[config.mk]
export PLATFORM = sky130hd
export DESIGN_NAME = tsf_flags
export DESIGN_NICKNAME = d
export VERILOG_FILES = /design/src/hw/tsf_pkg.sv /design/src/hw/tsf_flags.sv
export VERILOG_INCLUDE_DIRS = /design/src /design/src/hw
export SDC_FILE = /design/constraint.sdc
export NUM_CORES = 1
export LEC_CHECK = 0
export ABC_CLOCK_PERIOD_IN_PS = 1700
export BUFFER_PORTS_ARGS = -buffer_cell sky130_fd_sc_hd__clkbuf_2
export CAP_MARGIN = 10
export CORE_ASPECT_RATIO = 1.1
export CORE_MARGIN = 4
export CORE_UTILIZATION = 61
export DETAILED_ROUTE_END_ITERATION = 10
export GPL_TIMING_DRIVEN = 1
export PLACE_DENSITY = 0.83
export SYNTH_ARGS = -nofsm -noshare
export SYNTH_HDL_FRONTEND = slang
export SYNTH_SLANG_ARGS = --single-unit
[constraint.sdc]
create_clock -name sys_clk -period 1.7 [get_ports sys_clk]
set_input_delay 0.085 -clock sys_clk [delete_from_list [all_inputs] [get_ports sys_clk]]
set_output_delay 0.085 -clock sys_clk [all_outputs]
set_load 0.02 [all_outputs]
[src/hw/tsf_map.svh]
// Register offsets, field positions, reset values and counts for the timer status/interrupt flag block
`ifndef TSF_MAP_SVH
`define TSF_MAP_SVH
`define TSF_NUM_CH        5
`define TSF_ADDR_W        5
`define TSF_FLAGS_BASE    5'h00
`define TSF_ENABLES_BASE  5'h08
`define TSF_IRQ_STAT      5'h10
`define TSF_IRQ_MASK      5'h11
`define TSF_MODE          5'h12
`define TSF_REG_RESET     8'hf8
`define TSF_RSVD_ONES     8'hf8
`define TSF_BIT_WRAP      2
`define TSF_BIT_B         1
`define TSF_BIT_A         0
`define TSF_DMA_CH_MASK   5'h0f
`define TSF_MODE_PHASE    0
`define TSF_MODE_CPWM     1
`endif

[src/hw/tsf_pkg.sv]
// Types for the timer status/interrupt flag block
package tsf_pkg;
  typedef logic [2:0] tsf_flags_t;
  typedef logic [4:0] tsf_chvec_t;
endpackage : tsf_pkg

[src/hw/tsf_flags.sv]
// Per-channel event flags, enables and interrupt requests for a five-channel timer
//
// How it works
// [RL1] Five channels, each with 8-bit event flag and 8-bit enable register.
// [RL2] Flag registers read 0xf8 after reset or standby entry.
// [RL3] Bits 7..3 of both registers read one and ignore writes.
// [RL4] Wrap flag sets on counter wrap up past FFFF or down past 0000.
// [RL5] Downward wrap counts only in phase counting or complementary PWM modes.
// [RL6] Writing one to a flag does nothing; zero only clears.
// [RL7] A zero write clears a flag only after software read it as one.
// [RL8] Flag B sets on compare match with general register B.
// [RL9] Flag B also sets on input capture into general register B.
// [RL10] Flag A sets on compare match or capture of general register A.
// [RL11] Channels 0..3 clear flag A when the DMA takes the A request.
// [RL12] Enable bit 2 gates the wrap flag onto the wrap interrupt.
// [RL13] Enable bit 1 gates flag B onto the B interrupt.
// [RL14] Enable bit 0 gates flag A onto the A interrupt.
// [RL15] Enable registers reset to 0xf8; the three enable bits are read/write.
// [RL16] Counter keeps counting after an upward wrap; the flag never stops it.
// [RL17] Each request is flag AND enable, held as a level.
// [RL18] A set event in the same cycle as a clearing write wins.
`timescale 1ns/10ps
`include "tsf_map.svh"
module tsf_flags (
  input  wire logic                    sys_clk,
  input  wire logic                    rstn,
  input  wire logic                    clkEn,
  input  wire logic                    standby,
  input  wire logic [`TSF_ADDR_W-1:0]  regAddr,
  input  wire logic [7:0]              regWdata,
  input  wire logic                    regWr,
  input  wire logic                    regRd,
  output logic      [7:0]              regRdata,
  input  wire tsf_pkg::tsf_chvec_t     wrapUp,
  input  wire tsf_pkg::tsf_chvec_t     wrapDown,
  input  wire tsf_pkg::tsf_chvec_t     matchCaptureA,
  input  wire tsf_pkg::tsf_chvec_t     matchCaptureB,
  input  wire tsf_pkg::tsf_chvec_t     dmaAckA,
  output tsf_pkg::tsf_chvec_t          wrapIrq,
  output tsf_pkg::tsf_chvec_t          flagAIrq,
  output tsf_pkg::tsf_chvec_t          flagBIrq,
  output logic                         irqOut
);

  tsf_pkg::tsf_flags_t flags_q [`TSF_NUM_CH];
  tsf_pkg::tsf_flags_t enables_q [`TSF_NUM_CH];
  tsf_pkg::tsf_flags_t seen_q [`TSF_NUM_CH];
  logic [1:0]          mode_q;
  logic [2:0]          irqStat_q;
  logic [2:0]          irqMask_q;
  logic [7:0]          rdata_d;
  logic [2:0]          evt;

  // Channel index of an address inside a 5-register bank, or 7 when outside
  function automatic logic [2:0] chan_of(input logic [`TSF_ADDR_W-1:0] a, input logic [`TSF_ADDR_W-1:0] base);
    logic [`TSF_ADDR_W-1:0] off;
    off = a - base;
    chan_of = (a >= base && off < 5'(`TSF_NUM_CH)) ? off[2:0] : 3'h7;
  endfunction : chan_of

  // Downward wrap only counts while the channel is an up/down counter
  function automatic logic down_ok(input int ch, input logic [1:0] m);
    down_ok = (ch == 2 && m[`TSF_MODE_PHASE]) || ((ch == 3 || ch == 4) && m[`TSF_MODE_CPWM]); // RL5
  endfunction : down_ok

  // Request bits of one channel: flag AND enable
  function automatic tsf_pkg::tsf_flags_t req_of(input tsf_pkg::tsf_flags_t f, input tsf_pkg::tsf_flags_t e);
    req_of = f & e;
  endfunction : req_of

  wire logic [2:0] flagCh = chan_of(regAddr, `TSF_FLAGS_BASE);
  wire logic [2:0] enCh   = chan_of(regAddr, `TSF_ENABLES_BASE);

  // Flags: set wins over clear; standby returns them to reset value
  always_ff @(posedge sys_clk or negedge rstn) begin
    if (!rstn) begin
      for (int c = 0; c < `TSF_NUM_CH; c++) begin
        flags_q[c] <= 3'h0; // RL2
        seen_q[c]  <= 3'h0;
      end
    end else if (clkEn) begin
      for (int c = 0; c < `TSF_NUM_CH; c++) begin
        if (standby) begin
          flags_q[c] <= 3'h0; // RL2
          seen_q[c]  <= 3'h0;
        end else begin
          tsf_pkg::tsf_flags_t nxt;
          tsf_pkg::tsf_flags_t clr;
          nxt = flags_q[c];
          clr = 3'h0;
          if (regRd && flagCh == 3'(c))
            seen_q[c] <= seen_q[c] | flags_q[c]; // RL7
          if (regWr && flagCh == 3'(c)) begin
            clr = ~regWdata[2:0] & seen_q[c]; // RL6 RL7
            seen_q[c] <= seen_q[c] & regWdata[2:0];
          end
          if (c < 4 && dmaAckA[c])
            clr[`TSF_BIT_A] = 1'b1; // RL11
          nxt = nxt & ~clr;
          nxt[`TSF_BIT_WRAP] = nxt[`TSF_BIT_WRAP] | wrapUp[c] | (wrapDown[c] && down_ok(c, mode_q)); // RL4 RL16 RL18
          nxt[`TSF_BIT_B] = nxt[`TSF_BIT_B] | matchCaptureB[c]; // RL8 RL9 RL18
          nxt[`TSF_BIT_A] = nxt[`TSF_BIT_A] | matchCaptureA[c]; // RL10 RL18
          flags_q[c] <= nxt;
        end
      end
    end
  end

  // Enables
  always_ff @(posedge sys_clk or negedge rstn) begin
    if (!rstn) begin
      for (int c = 0; c < `TSF_NUM_CH; c++)
        enables_q[c] <= 3'h0; // RL15
    end else if (clkEn) begin
      for (int c = 0; c < `TSF_NUM_CH; c++) begin
        if (standby)
          enables_q[c] <= 3'h0; // RL15
        else if (regWr && enCh == 3'(c))
          enables_q[c] <= regWdata[2:0]; // RL3 RL15
      end
    end
  end

  // Mode and summary interrupt registers
  always_ff @(posedge sys_clk or negedge rstn) begin
    if (!rstn) begin
      mode_q    <= 2'h0;
      irqMask_q <= 3'h0;
    end else if (clkEn) begin
      if (regWr && regAddr == `TSF_MODE)
        mode_q <= regWdata[1:0];
      if (regWr && regAddr == `TSF_IRQ_MASK)
        irqMask_q <= regWdata[2:0];
    end
  end

  // Summary status: bit per request kind, cleared by read, new events win
  always_comb begin
    evt = 3'h0;
    for (int c = 0; c < `TSF_NUM_CH; c++)
      evt = evt | req_of(flags_q[c], enables_q[c]);
  end

  always_ff @(posedge sys_clk or negedge rstn) begin
    if (!rstn)
      irqStat_q <= 3'h0;
    else if (clkEn)
      irqStat_q <= ((regRd && regAddr == `TSF_IRQ_STAT) ? 3'h0 : irqStat_q) | evt;
  end

  // Requests: level AND of flag and enable, registered
  always_ff @(posedge sys_clk or negedge rstn) begin
    if (!rstn) begin
      wrapIrq  <= 5'h0;
      flagAIrq <= 5'h0;
      flagBIrq <= 5'h0;
      irqOut   <= 1'b0;
    end else if (clkEn) begin
      for (int c = 0; c < `TSF_NUM_CH; c++) begin
        wrapIrq[c]  <= flags_q[c][`TSF_BIT_WRAP] & enables_q[c][`TSF_BIT_WRAP]; // RL12 RL17
        flagBIrq[c] <= flags_q[c][`TSF_BIT_B] & enables_q[c][`TSF_BIT_B]; // RL13 RL17
        flagAIrq[c] <= flags_q[c][`TSF_BIT_A] & enables_q[c][`TSF_BIT_A]; // RL14 RL17
      end
      irqOut <= |(irqStat_q & irqMask_q);
    end
  end

  // Read mux; reserved bits of the flag and enable registers read as ones
  always_comb begin
    rdata_d = 8'h00;
    if (flagCh != 3'h7)
      rdata_d = `TSF_RSVD_ONES | {5'h0, flags_q[flagCh]}; // RL1 RL3
    else if (enCh != 3'h7)
      rdata_d = `TSF_RSVD_ONES | {5'h0, enables_q[enCh]}; // RL1 RL3
    else if (regAddr == `TSF_IRQ_STAT)
      rdata_d = {5'h0, irqStat_q};
    else if (regAddr == `TSF_IRQ_MASK)
      rdata_d = {5'h0, irqMask_q};
    else if (regAddr == `TSF_MODE)
      rdata_d = {6'h0, mode_q};
  end

  always_ff @(posedge sys_clk or negedge rstn) begin
    if (!rstn)
      regRdata <= 8'h00;
    else if (clkEn)
      regRdata <= regRd ? rdata_d : 8'h00;
  end

  property p_flag_reset_val;
    @(posedge sys_clk) disable iff (!rstn) (clkEn && regRd && regAddr == `TSF_FLAGS_BASE)
      |=> regRdata[7:3] == 5'h1f;
  endproperty
  a_flag_reset_val: assert property (p_flag_reset_val) else $error("reserved bits not one"); // RL3

  property p_wrap_set;
    @(posedge sys_clk) disable iff (!rstn) (clkEn && !standby && wrapUp[0]) |=> flags_q[0][`TSF_BIT_WRAP];
  endproperty
  a_wrap_set: assert property (p_wrap_set) else $error("wrap flag not set"); // RL4

  property p_down_blocked;
    @(posedge sys_clk) disable iff (!rstn) (clkEn && !standby && wrapDown[1] && !wrapUp[1]
      && !flags_q[1][`TSF_BIT_WRAP]) |=> !flags_q[1][`TSF_BIT_WRAP];
  endproperty
  a_down_blocked: assert property (p_down_blocked) else $error("channel 1 took a down wrap"); // RL5

  property p_no_clear_unseen;
    @(posedge sys_clk) disable iff (!rstn) (clkEn && !standby && regWr && regAddr == `TSF_FLAGS_BASE + 5'h1
      && flags_q[1][`TSF_BIT_B] && !seen_q[1][`TSF_BIT_B]) |=> flags_q[1][`TSF_BIT_B];
  endproperty
  a_no_clear_unseen: assert property (p_no_clear_unseen) else $error("flag cleared without read"); // RL7

  property p_set_wins;
    @(posedge sys_clk) disable iff (!rstn) (clkEn && !standby && matchCaptureA[2]) |=> flags_q[2][`TSF_BIT_A];
  endproperty
  a_set_wins: assert property (p_set_wins) else $error("set event lost"); // RL18

  property p_dma_clear;
    @(posedge sys_clk) disable iff (!rstn) (clkEn && !standby && dmaAckA[3] && !matchCaptureA[3])
      |=> !flags_q[3][`TSF_BIT_A];
  endproperty
  a_dma_clear: assert property (p_dma_clear) else $error("dma did not clear flag A"); // RL11

  property p_irq_b;
    @(posedge sys_clk) disable iff (!rstn) clkEn |=> flagBIrq[0] == $past(flags_q[0][1] & enables_q[0][1]);
  endproperty
  a_irq_b: assert property (p_irq_b) else $error("B request wrong"); // RL13

  property p_irq_a_wrap;
    @(posedge sys_clk) disable iff (!rstn) clkEn |=> (flagAIrq[4] == $past(flags_q[4][0] & enables_q[4][0]))
      && (wrapIrq[4] == $past(flags_q[4][2] & enables_q[4][2]));
  endproperty
  a_irq_a_wrap: assert property (p_irq_a_wrap) else $error("A or wrap request wrong"); // RL12

  property p_standby_clear;
    @(posedge sys_clk) disable iff (!rstn) (clkEn && standby) |=> enables_q[0] == 3'h0 && flags_q[0] == 3'h0;
  endproperty
  a_standby_clear: assert property (p_standby_clear) else $error("standby did not reset"); // RL15

  property p_standby_clear4;
    @(posedge sys_clk) disable iff (!rstn)
      (clkEn && standby) |=> flags_q[4] == 3'h0 && enables_q[4] == 3'h0;
  endproperty
  a_standby_clear4: assert property (p_standby_clear4) else $error("standby left channel 4 state"); // RL2

  property p_rdata_idle;
    @(posedge sys_clk) disable iff (!rstn)
      (clkEn && !regRd) |=> regRdata == 8'h00;
  endproperty
  a_rdata_idle: assert property (p_rdata_idle) else $error("read data outside read cycle"); // RL1

  property p_rdata_flags;
    @(posedge sys_clk) disable iff (!rstn)
      (clkEn && regRd && regAddr == `TSF_FLAGS_BASE + 5'h2) |=> regRdata == (`TSF_RSVD_ONES | {5'h0, $past(flags_q[2])});
  endproperty
  a_rdata_flags: assert property (p_rdata_flags) else $error("flag read data wrong"); // RL1

  property p_rdata_en_rsvd;
    @(posedge sys_clk) disable iff (!rstn)
      (clkEn && regRd && regAddr == `TSF_ENABLES_BASE + 5'h3) |=> regRdata[7:3] == 5'h1f;
  endproperty
  a_rdata_en_rsvd: assert property (p_rdata_en_rsvd) else $error("enable reserved bits not one"); // RL3

  property p_one_no_set;
    @(posedge sys_clk) disable iff (!rstn)
      (clkEn && !standby && regWr && regAddr == `TSF_FLAGS_BASE && regWdata[1] && !flags_q[0][`TSF_BIT_B]
      && !matchCaptureB[0]) |=> !flags_q[0][`TSF_BIT_B];
  endproperty
  a_one_no_set: assert property (p_one_no_set) else $error("write of one set a flag"); // RL6

  property p_b_set0;
    @(posedge sys_clk) disable iff (!rstn)
      (clkEn && !standby && matchCaptureB[0]) |=> flags_q[0][`TSF_BIT_B];
  endproperty
  a_b_set0: assert property (p_b_set0) else $error("flag B of channel 0 not set"); // RL8

  property p_b_set1;
    @(posedge sys_clk) disable iff (!rstn)
      (clkEn && !standby && matchCaptureB[1]) |=> flags_q[1][`TSF_BIT_B];
  endproperty
  a_b_set1: assert property (p_b_set1) else $error("flag B of channel 1 not set"); // RL8

  property p_b_set4;
    @(posedge sys_clk) disable iff (!rstn)
      (clkEn && !standby && matchCaptureB[4]) |=> flags_q[4][`TSF_BIT_B];
  endproperty
  a_b_set4: assert property (p_b_set4) else $error("flag B of channel 4 not set"); // RL9

  property p_a_set0;
    @(posedge sys_clk) disable iff (!rstn)
      (clkEn && !standby && matchCaptureA[0]) |=> flags_q[0][`TSF_BIT_A];
  endproperty
  a_a_set0: assert property (p_a_set0) else $error("flag A of channel 0 not set"); // RL10

  property p_a_set3;
    @(posedge sys_clk) disable iff (!rstn)
      (clkEn && !standby && matchCaptureA[3]) |=> flags_q[3][`TSF_BIT_A];
  endproperty
  a_a_set3: assert property (p_a_set3) else $error("flag A of channel 3 not set"); // RL10

  property p_a_set4;
    @(posedge sys_clk) disable iff (!rstn)
      (clkEn && !standby && matchCaptureA[4]) |=> flags_q[4][`TSF_BIT_A];
  endproperty
  a_a_set4: assert property (p_a_set4) else $error("flag A of channel 4 not set"); // RL10

  // Channel 4 has no DMA path, so a take there must leave flag A alone
  property p_dma_ignored4;
    @(posedge sys_clk) disable iff (!rstn)
      (clkEn && !standby && dmaAckA[4] && flags_q[4][`TSF_BIT_A]
      && !(regWr && regAddr == `TSF_FLAGS_BASE + 5'h4)) |=> flags_q[4][`TSF_BIT_A];
  endproperty
  a_dma_ignored4: assert property (p_dma_ignored4) else $error("dma cleared channel 4 flag A"); // RL11

  property p_down_ch2;
    @(posedge sys_clk) disable iff (!rstn)
      (clkEn && !standby && wrapDown[2] && mode_q[`TSF_MODE_PHASE]) |=> flags_q[2][`TSF_BIT_WRAP];
  endproperty
  a_down_ch2: assert property (p_down_ch2) else $error("channel 2 down wrap lost"); // RL4

  property p_down_ch3_off;
    @(posedge sys_clk) disable iff (!rstn)
      (clkEn && !standby && wrapDown[3] && !wrapUp[3] && !mode_q[`TSF_MODE_CPWM]
      && !flags_q[3][`TSF_BIT_WRAP]) |=> !flags_q[3][`TSF_BIT_WRAP];
  endproperty
  a_down_ch3_off: assert property (p_down_ch3_off) else $error("channel 3 took a down wrap"); // RL5

  property p_wrap_up1;
    @(posedge sys_clk) disable iff (!rstn)
      (clkEn && !standby && wrapUp[1]) |=> flags_q[1][`TSF_BIT_WRAP];
  endproperty
  a_wrap_up1: assert property (p_wrap_up1) else $error("channel 1 wrap flag not set"); // RL16

  property p_wrap_up4;
    @(posedge sys_clk) disable iff (!rstn)
      (clkEn && !standby && wrapUp[4]) |=> flags_q[4][`TSF_BIT_WRAP];
  endproperty
  a_wrap_up4: assert property (p_wrap_up4) else $error("channel 4 wrap flag not set"); // RL4

  property p_irq_wrap0;
    @(posedge sys_clk) disable iff (!rstn)
      clkEn |=> wrapIrq[0] == $past(flags_q[0][2] & enables_q[0][2]);
  endproperty
  a_irq_wrap0: assert property (p_irq_wrap0) else $error("channel 0 wrap request wrong"); // RL12

  property p_irq_wrap2;
    @(posedge sys_clk) disable iff (!rstn)
      clkEn |=> wrapIrq[2] == $past(flags_q[2][2] & enables_q[2][2]);
  endproperty
  a_irq_wrap2: assert property (p_irq_wrap2) else $error("channel 2 wrap request wrong"); // RL12

  property p_irq_a1;
    @(posedge sys_clk) disable iff (!rstn)
      clkEn |=> flagAIrq[1] == $past(flags_q[1][0] & enables_q[1][0]);
  endproperty
  a_irq_a1: assert property (p_irq_a1) else $error("channel 1 A request wrong"); // RL14

  property p_irq_b3;
    @(posedge sys_clk) disable iff (!rstn)
      clkEn |=> flagBIrq[3] == $past(flags_q[3][1] & enables_q[3][1]);
  endproperty
  a_irq_b3: assert property (p_irq_b3) else $error("channel 3 B request wrong"); // RL13

  // A frozen block must hold its request levels, not drop them
  property p_irq_frozen;
    @(posedge sys_clk) disable iff (!rstn)
      !clkEn |=> $stable(wrapIrq) && $stable(flagAIrq) && $stable(flagBIrq);
  endproperty
  a_irq_frozen: assert property (p_irq_frozen) else $error("requests moved while frozen"); // RL17

  property p_seen_needed;
    @(posedge sys_clk) disable iff (!rstn)
      (clkEn && !standby && regWr && regAddr == `TSF_FLAGS_BASE + 5'h3 && flags_q[3][`TSF_BIT_A]
      && !seen_q[3][`TSF_BIT_A] && !dmaAckA[3]) |=> flags_q[3][`TSF_BIT_A];
  endproperty
  a_seen_needed: assert property (p_seen_needed) else $error("flag A cleared without read"); // RL7

  property p_clear_after_read;
    @(posedge sys_clk) disable iff (!rstn)
      (clkEn && !standby && regWr && regAddr == `TSF_FLAGS_BASE + 5'h1 && !regWdata[1]
      && seen_q[1][`TSF_BIT_B] && !matchCaptureB[1]) |=> !flags_q[1][`TSF_BIT_B];
  endproperty
  a_clear_after_read: assert property (p_clear_after_read) else $error("read then zero did not clear"); // RL7

  property p_en_write;
    @(posedge sys_clk) disable iff (!rstn)
      (clkEn && !standby && regWr && regAddr == `TSF_ENABLES_BASE + 5'h2) |=> enables_q[2] == $past(regWdata[2:0]);
  endproperty
  a_en_write: assert property (p_en_write) else $error("enable write lost"); // RL15

endmodule : tsf_flags

==> impl_metrics.yaml <==
sta:
  min_period_ps: 1398
  finalSetupTns_ps: 0
  slew_headroom: 0.5867
  finalCritPeriodShare: 0.8222
  rsz0062_at_grt: "false"
  worst-slew-pin-transition_ps: 617.1
  slew_viol_final: 0
  hold_violations: 0
  skew_ps: 9.538
  fmax_mhz: 715.4
  finalSetupViolCount: 0
pwr:
  intPower_w: 0.003170
  p_seq_frac: 0.467
  power.total_w: 0.004459
  p_sw_frac: 0.2890
  power_density_nw_per_um2: 930.2
  power.net_switching_w: 0.001288
  clkPwrFrac: 0.364
  vdd_drop_max_mv: 0.7301
  p_comb_frac: 0.169
  p_leak_nw: 2.160
cts:
  h-tree-depth: 3
  cts_sinks: 73
  cts_buffers: 9
  clk_pin_slew_worst_paths_ps: 80
  cts-root-buf: "clkbuf_8"
  cts_tree: "built"
  clock_path_buffers: 2
  insertion_delay_ps: 350
placed_design:
  place.gp.congestion: 0.9482
  post-dp-hpwl_microns: 7820
  port_buffers: 59
critical_path:
  crit_required_ps: 1950
  critPathArrivalTime_ps: 1650
  critPathKind: "flop to flop"
  path_cells: "o221ai_1 > o211ai_1 > o2111ai_1 > a221oi_1"
  endpoint_kind: "flop"
  slowest_stage: "dfrtp_1"
  crit_fanout: 5
  worst_setup_path_start_kind: "flop"
  cpPeakStageDelay_ps: 500
global_routing:
  grt_pass1_wl_microns: 18150
  antenna_found_initial: 0
  overflow: 0
  met3_usage: 0.05783
  grt_use_met1: 0.3995
  top_usage_layer: "met2"
  grt_use_total: 0.2948
  grt_pass1_vias: 3593
  grt_max_degree: 74
  use_met2: 0.4767
worst_hold_path:
  hold_class: "input pin to flop"
synthesis:
  synthDistinctLibCells: 61
  syn_nets: 474
  synthArstFlopShare: 1.000
  dominantRegCellSynth: "dfrtp_1"
  yosysWarningCount: 0
  synth_edf_count: 0
  syn_area_sq_um: 3991
  avgSynthCellArea_sq_um: 9.282
  syn_inst: 430
  ys_seq_area_frac: 0.4577
  synth_seq_cells: 73
floorplan:
  fp.coreArea_sq_um: 6269
  start_util: 0.6367
  pin_count: 68
  std_cell_rows: 30
  die-width_microns: 85.13
  die_h_microns: 92.84
  dieArea_sq_um: 7903
drt:
  drc: 0
  wl_microns: 11140
  vias: 3803
  ant_nets: 0
  drtIter0Drc: 387
  first_pass_iters: 5
  vias_per_cell: 6.435
  wl_per_cell_microns: 18.85
layout:
  fin_nets: 550
  drive_gt1_frac: 0.2427
  syn2layout_area_growth_pct: 20.09
  antenna_cells: 0
flow_run:
  cap_violations: 0
status:
  status: "completed"
-- power by group through the flow --
stage	sequential [W]	clock (W)	combinational [W]
after global placement	0.00210	0	0.000704
after detailed placement	0.00211	0	0.000724
after CTS	0.00207	0.00162	0.000750
final	0.00208	0.00162	0.000753
after floorplan	0.00209	0	0.000432
after global routing	0.00210	0.00169	0.000829
-- final timing paths --
| check | startpoint | to | slack (ps) | cells past startpoint |
|---|---|---|---|---|
| setup / recovery | flags_q[10] | regRdata[1] | 300 | 4 |
| hold / removal | wrapUp[2] | flags_q[8] | 30 | 3 |
| setup reg to reg | flags_q[10] | regRdata[1] | 300 | 4 |
| hold reg to reg | seen_q[12] | seen_q[12] | 490 | 2 |
| max in group asynchronous | rstn | mode_q[1] | 1090 | 3 |
| min in group asynchronous | rstn | flagBIrq[0] | 290 | 3 |
-- routing by layer --
| layer | vias to the layer above | routed length [microns] |
|---|---|---|
| li1 | 1735 | - |
| met1 | 1811 | 4592 |
| met2 | 224 | 5366 |
| met3 | 33 | 907 |
| met4 | 0 | 277 |
| met5 | - | 0 |
-- flip-flops by register name, summed over array words and instances, names as in the netlist --
register   cells
flagBIrq       5
regRdata       4
flags_q       15
irqStat_q      3
mode_q         2
irqMask_q      3
enables_q     15
wrapIrq        5
seen_q        15
flagAIrq       5
irqOut         1
-- cells by family after synthesis --
family	synth area share
buffers and inverters	0.06959
AOI/OAI and AO/OA	0.2483
muxes	0.03605
DFF	0.4577
and+or+nand+nor	0.1884
-- what timing repair did --
item                       4_1_cts  5_1_grt
setup endpoints to repair        0        0
hold buffers                    11        0
buffers inserted                 0        0
hold endpoints to repair        83        0
gates resized for setup          0        0
-- metrics by stage --
stage | instance area (sq um) | hold slack (ps) | worst slack (ps) | instances | util
floorplan | 3991 | -210.6 | 343.0 | 430 | -
detailed placement | 4444 | 139.4 | 94.51 | 564 | 0.7090
CTS | 4793 | 13.69 | 315.6 | 591 | 0.7647
global placement | 4444 | 141.8 | 119.5 | 564 | 0.7090
global route | 4793 | 33.51 | 100.0 | 591 | 0.7647
finish | 4793 | 31.92 | 302.3 | 591 | 0.7647
-- layout make-up --
| cell class | instances | area (sq um) |
|---|---|---|
| tap | 80 | 100.1 |
| timing repair buffer | 97 | 620.6 |
| clock buffer | 12 | 165.2 |
| clock inverter | 4 | 73.82 |
| fill | 438 | 1475 |
| inverter | 32 | 120.1 |
| multi-input combinational | 293 | 1887 |
| sequential | 73 | 1827 |
-- synthesized netlist by cell type, drive strengths merged (4+ instances only) --
cell,count,share of area
nand3,22,0.029
o21a,4,0.0075
a22o,18,0.039
nand2,33,0.031
inv,32,0.030
nor3,10,0.016
and3,5,0.0078
nor2,15,0.014
o21ai,56,0.071
a222oi,4,0.010
nor2b,9,0.014
nand3b,4,0.0075
a22oi,6,0.011
mux2,11,0.031
a21oi,20,0.025
dfrtp,73,0.46
clkbuf,15,0.014
o221ai,6,0.013
o22ai,5,0.0078
nand2b,4,0.0063
buf,17,0.025
nor3b,10,0.019
-- worst max-delay path, delay by kind of cell (launching register included) --
family / cells / cell delay, ps
compound gates: 4 / 800
flops: 1 / 500
-- cells in the final DEF (no fill, tap or decap), drive strengths merged, types with 11 or more instances in the layout --
cell type	n
nor2	15
nand2	33
mux2	11
dlygate4sd3	11
nand3	22
a21oi	20
dfrtp	73
buf	28
clkbuf	70
a22o	18
o21ai	56
inv	32
(Power assumes the default switching activity.)
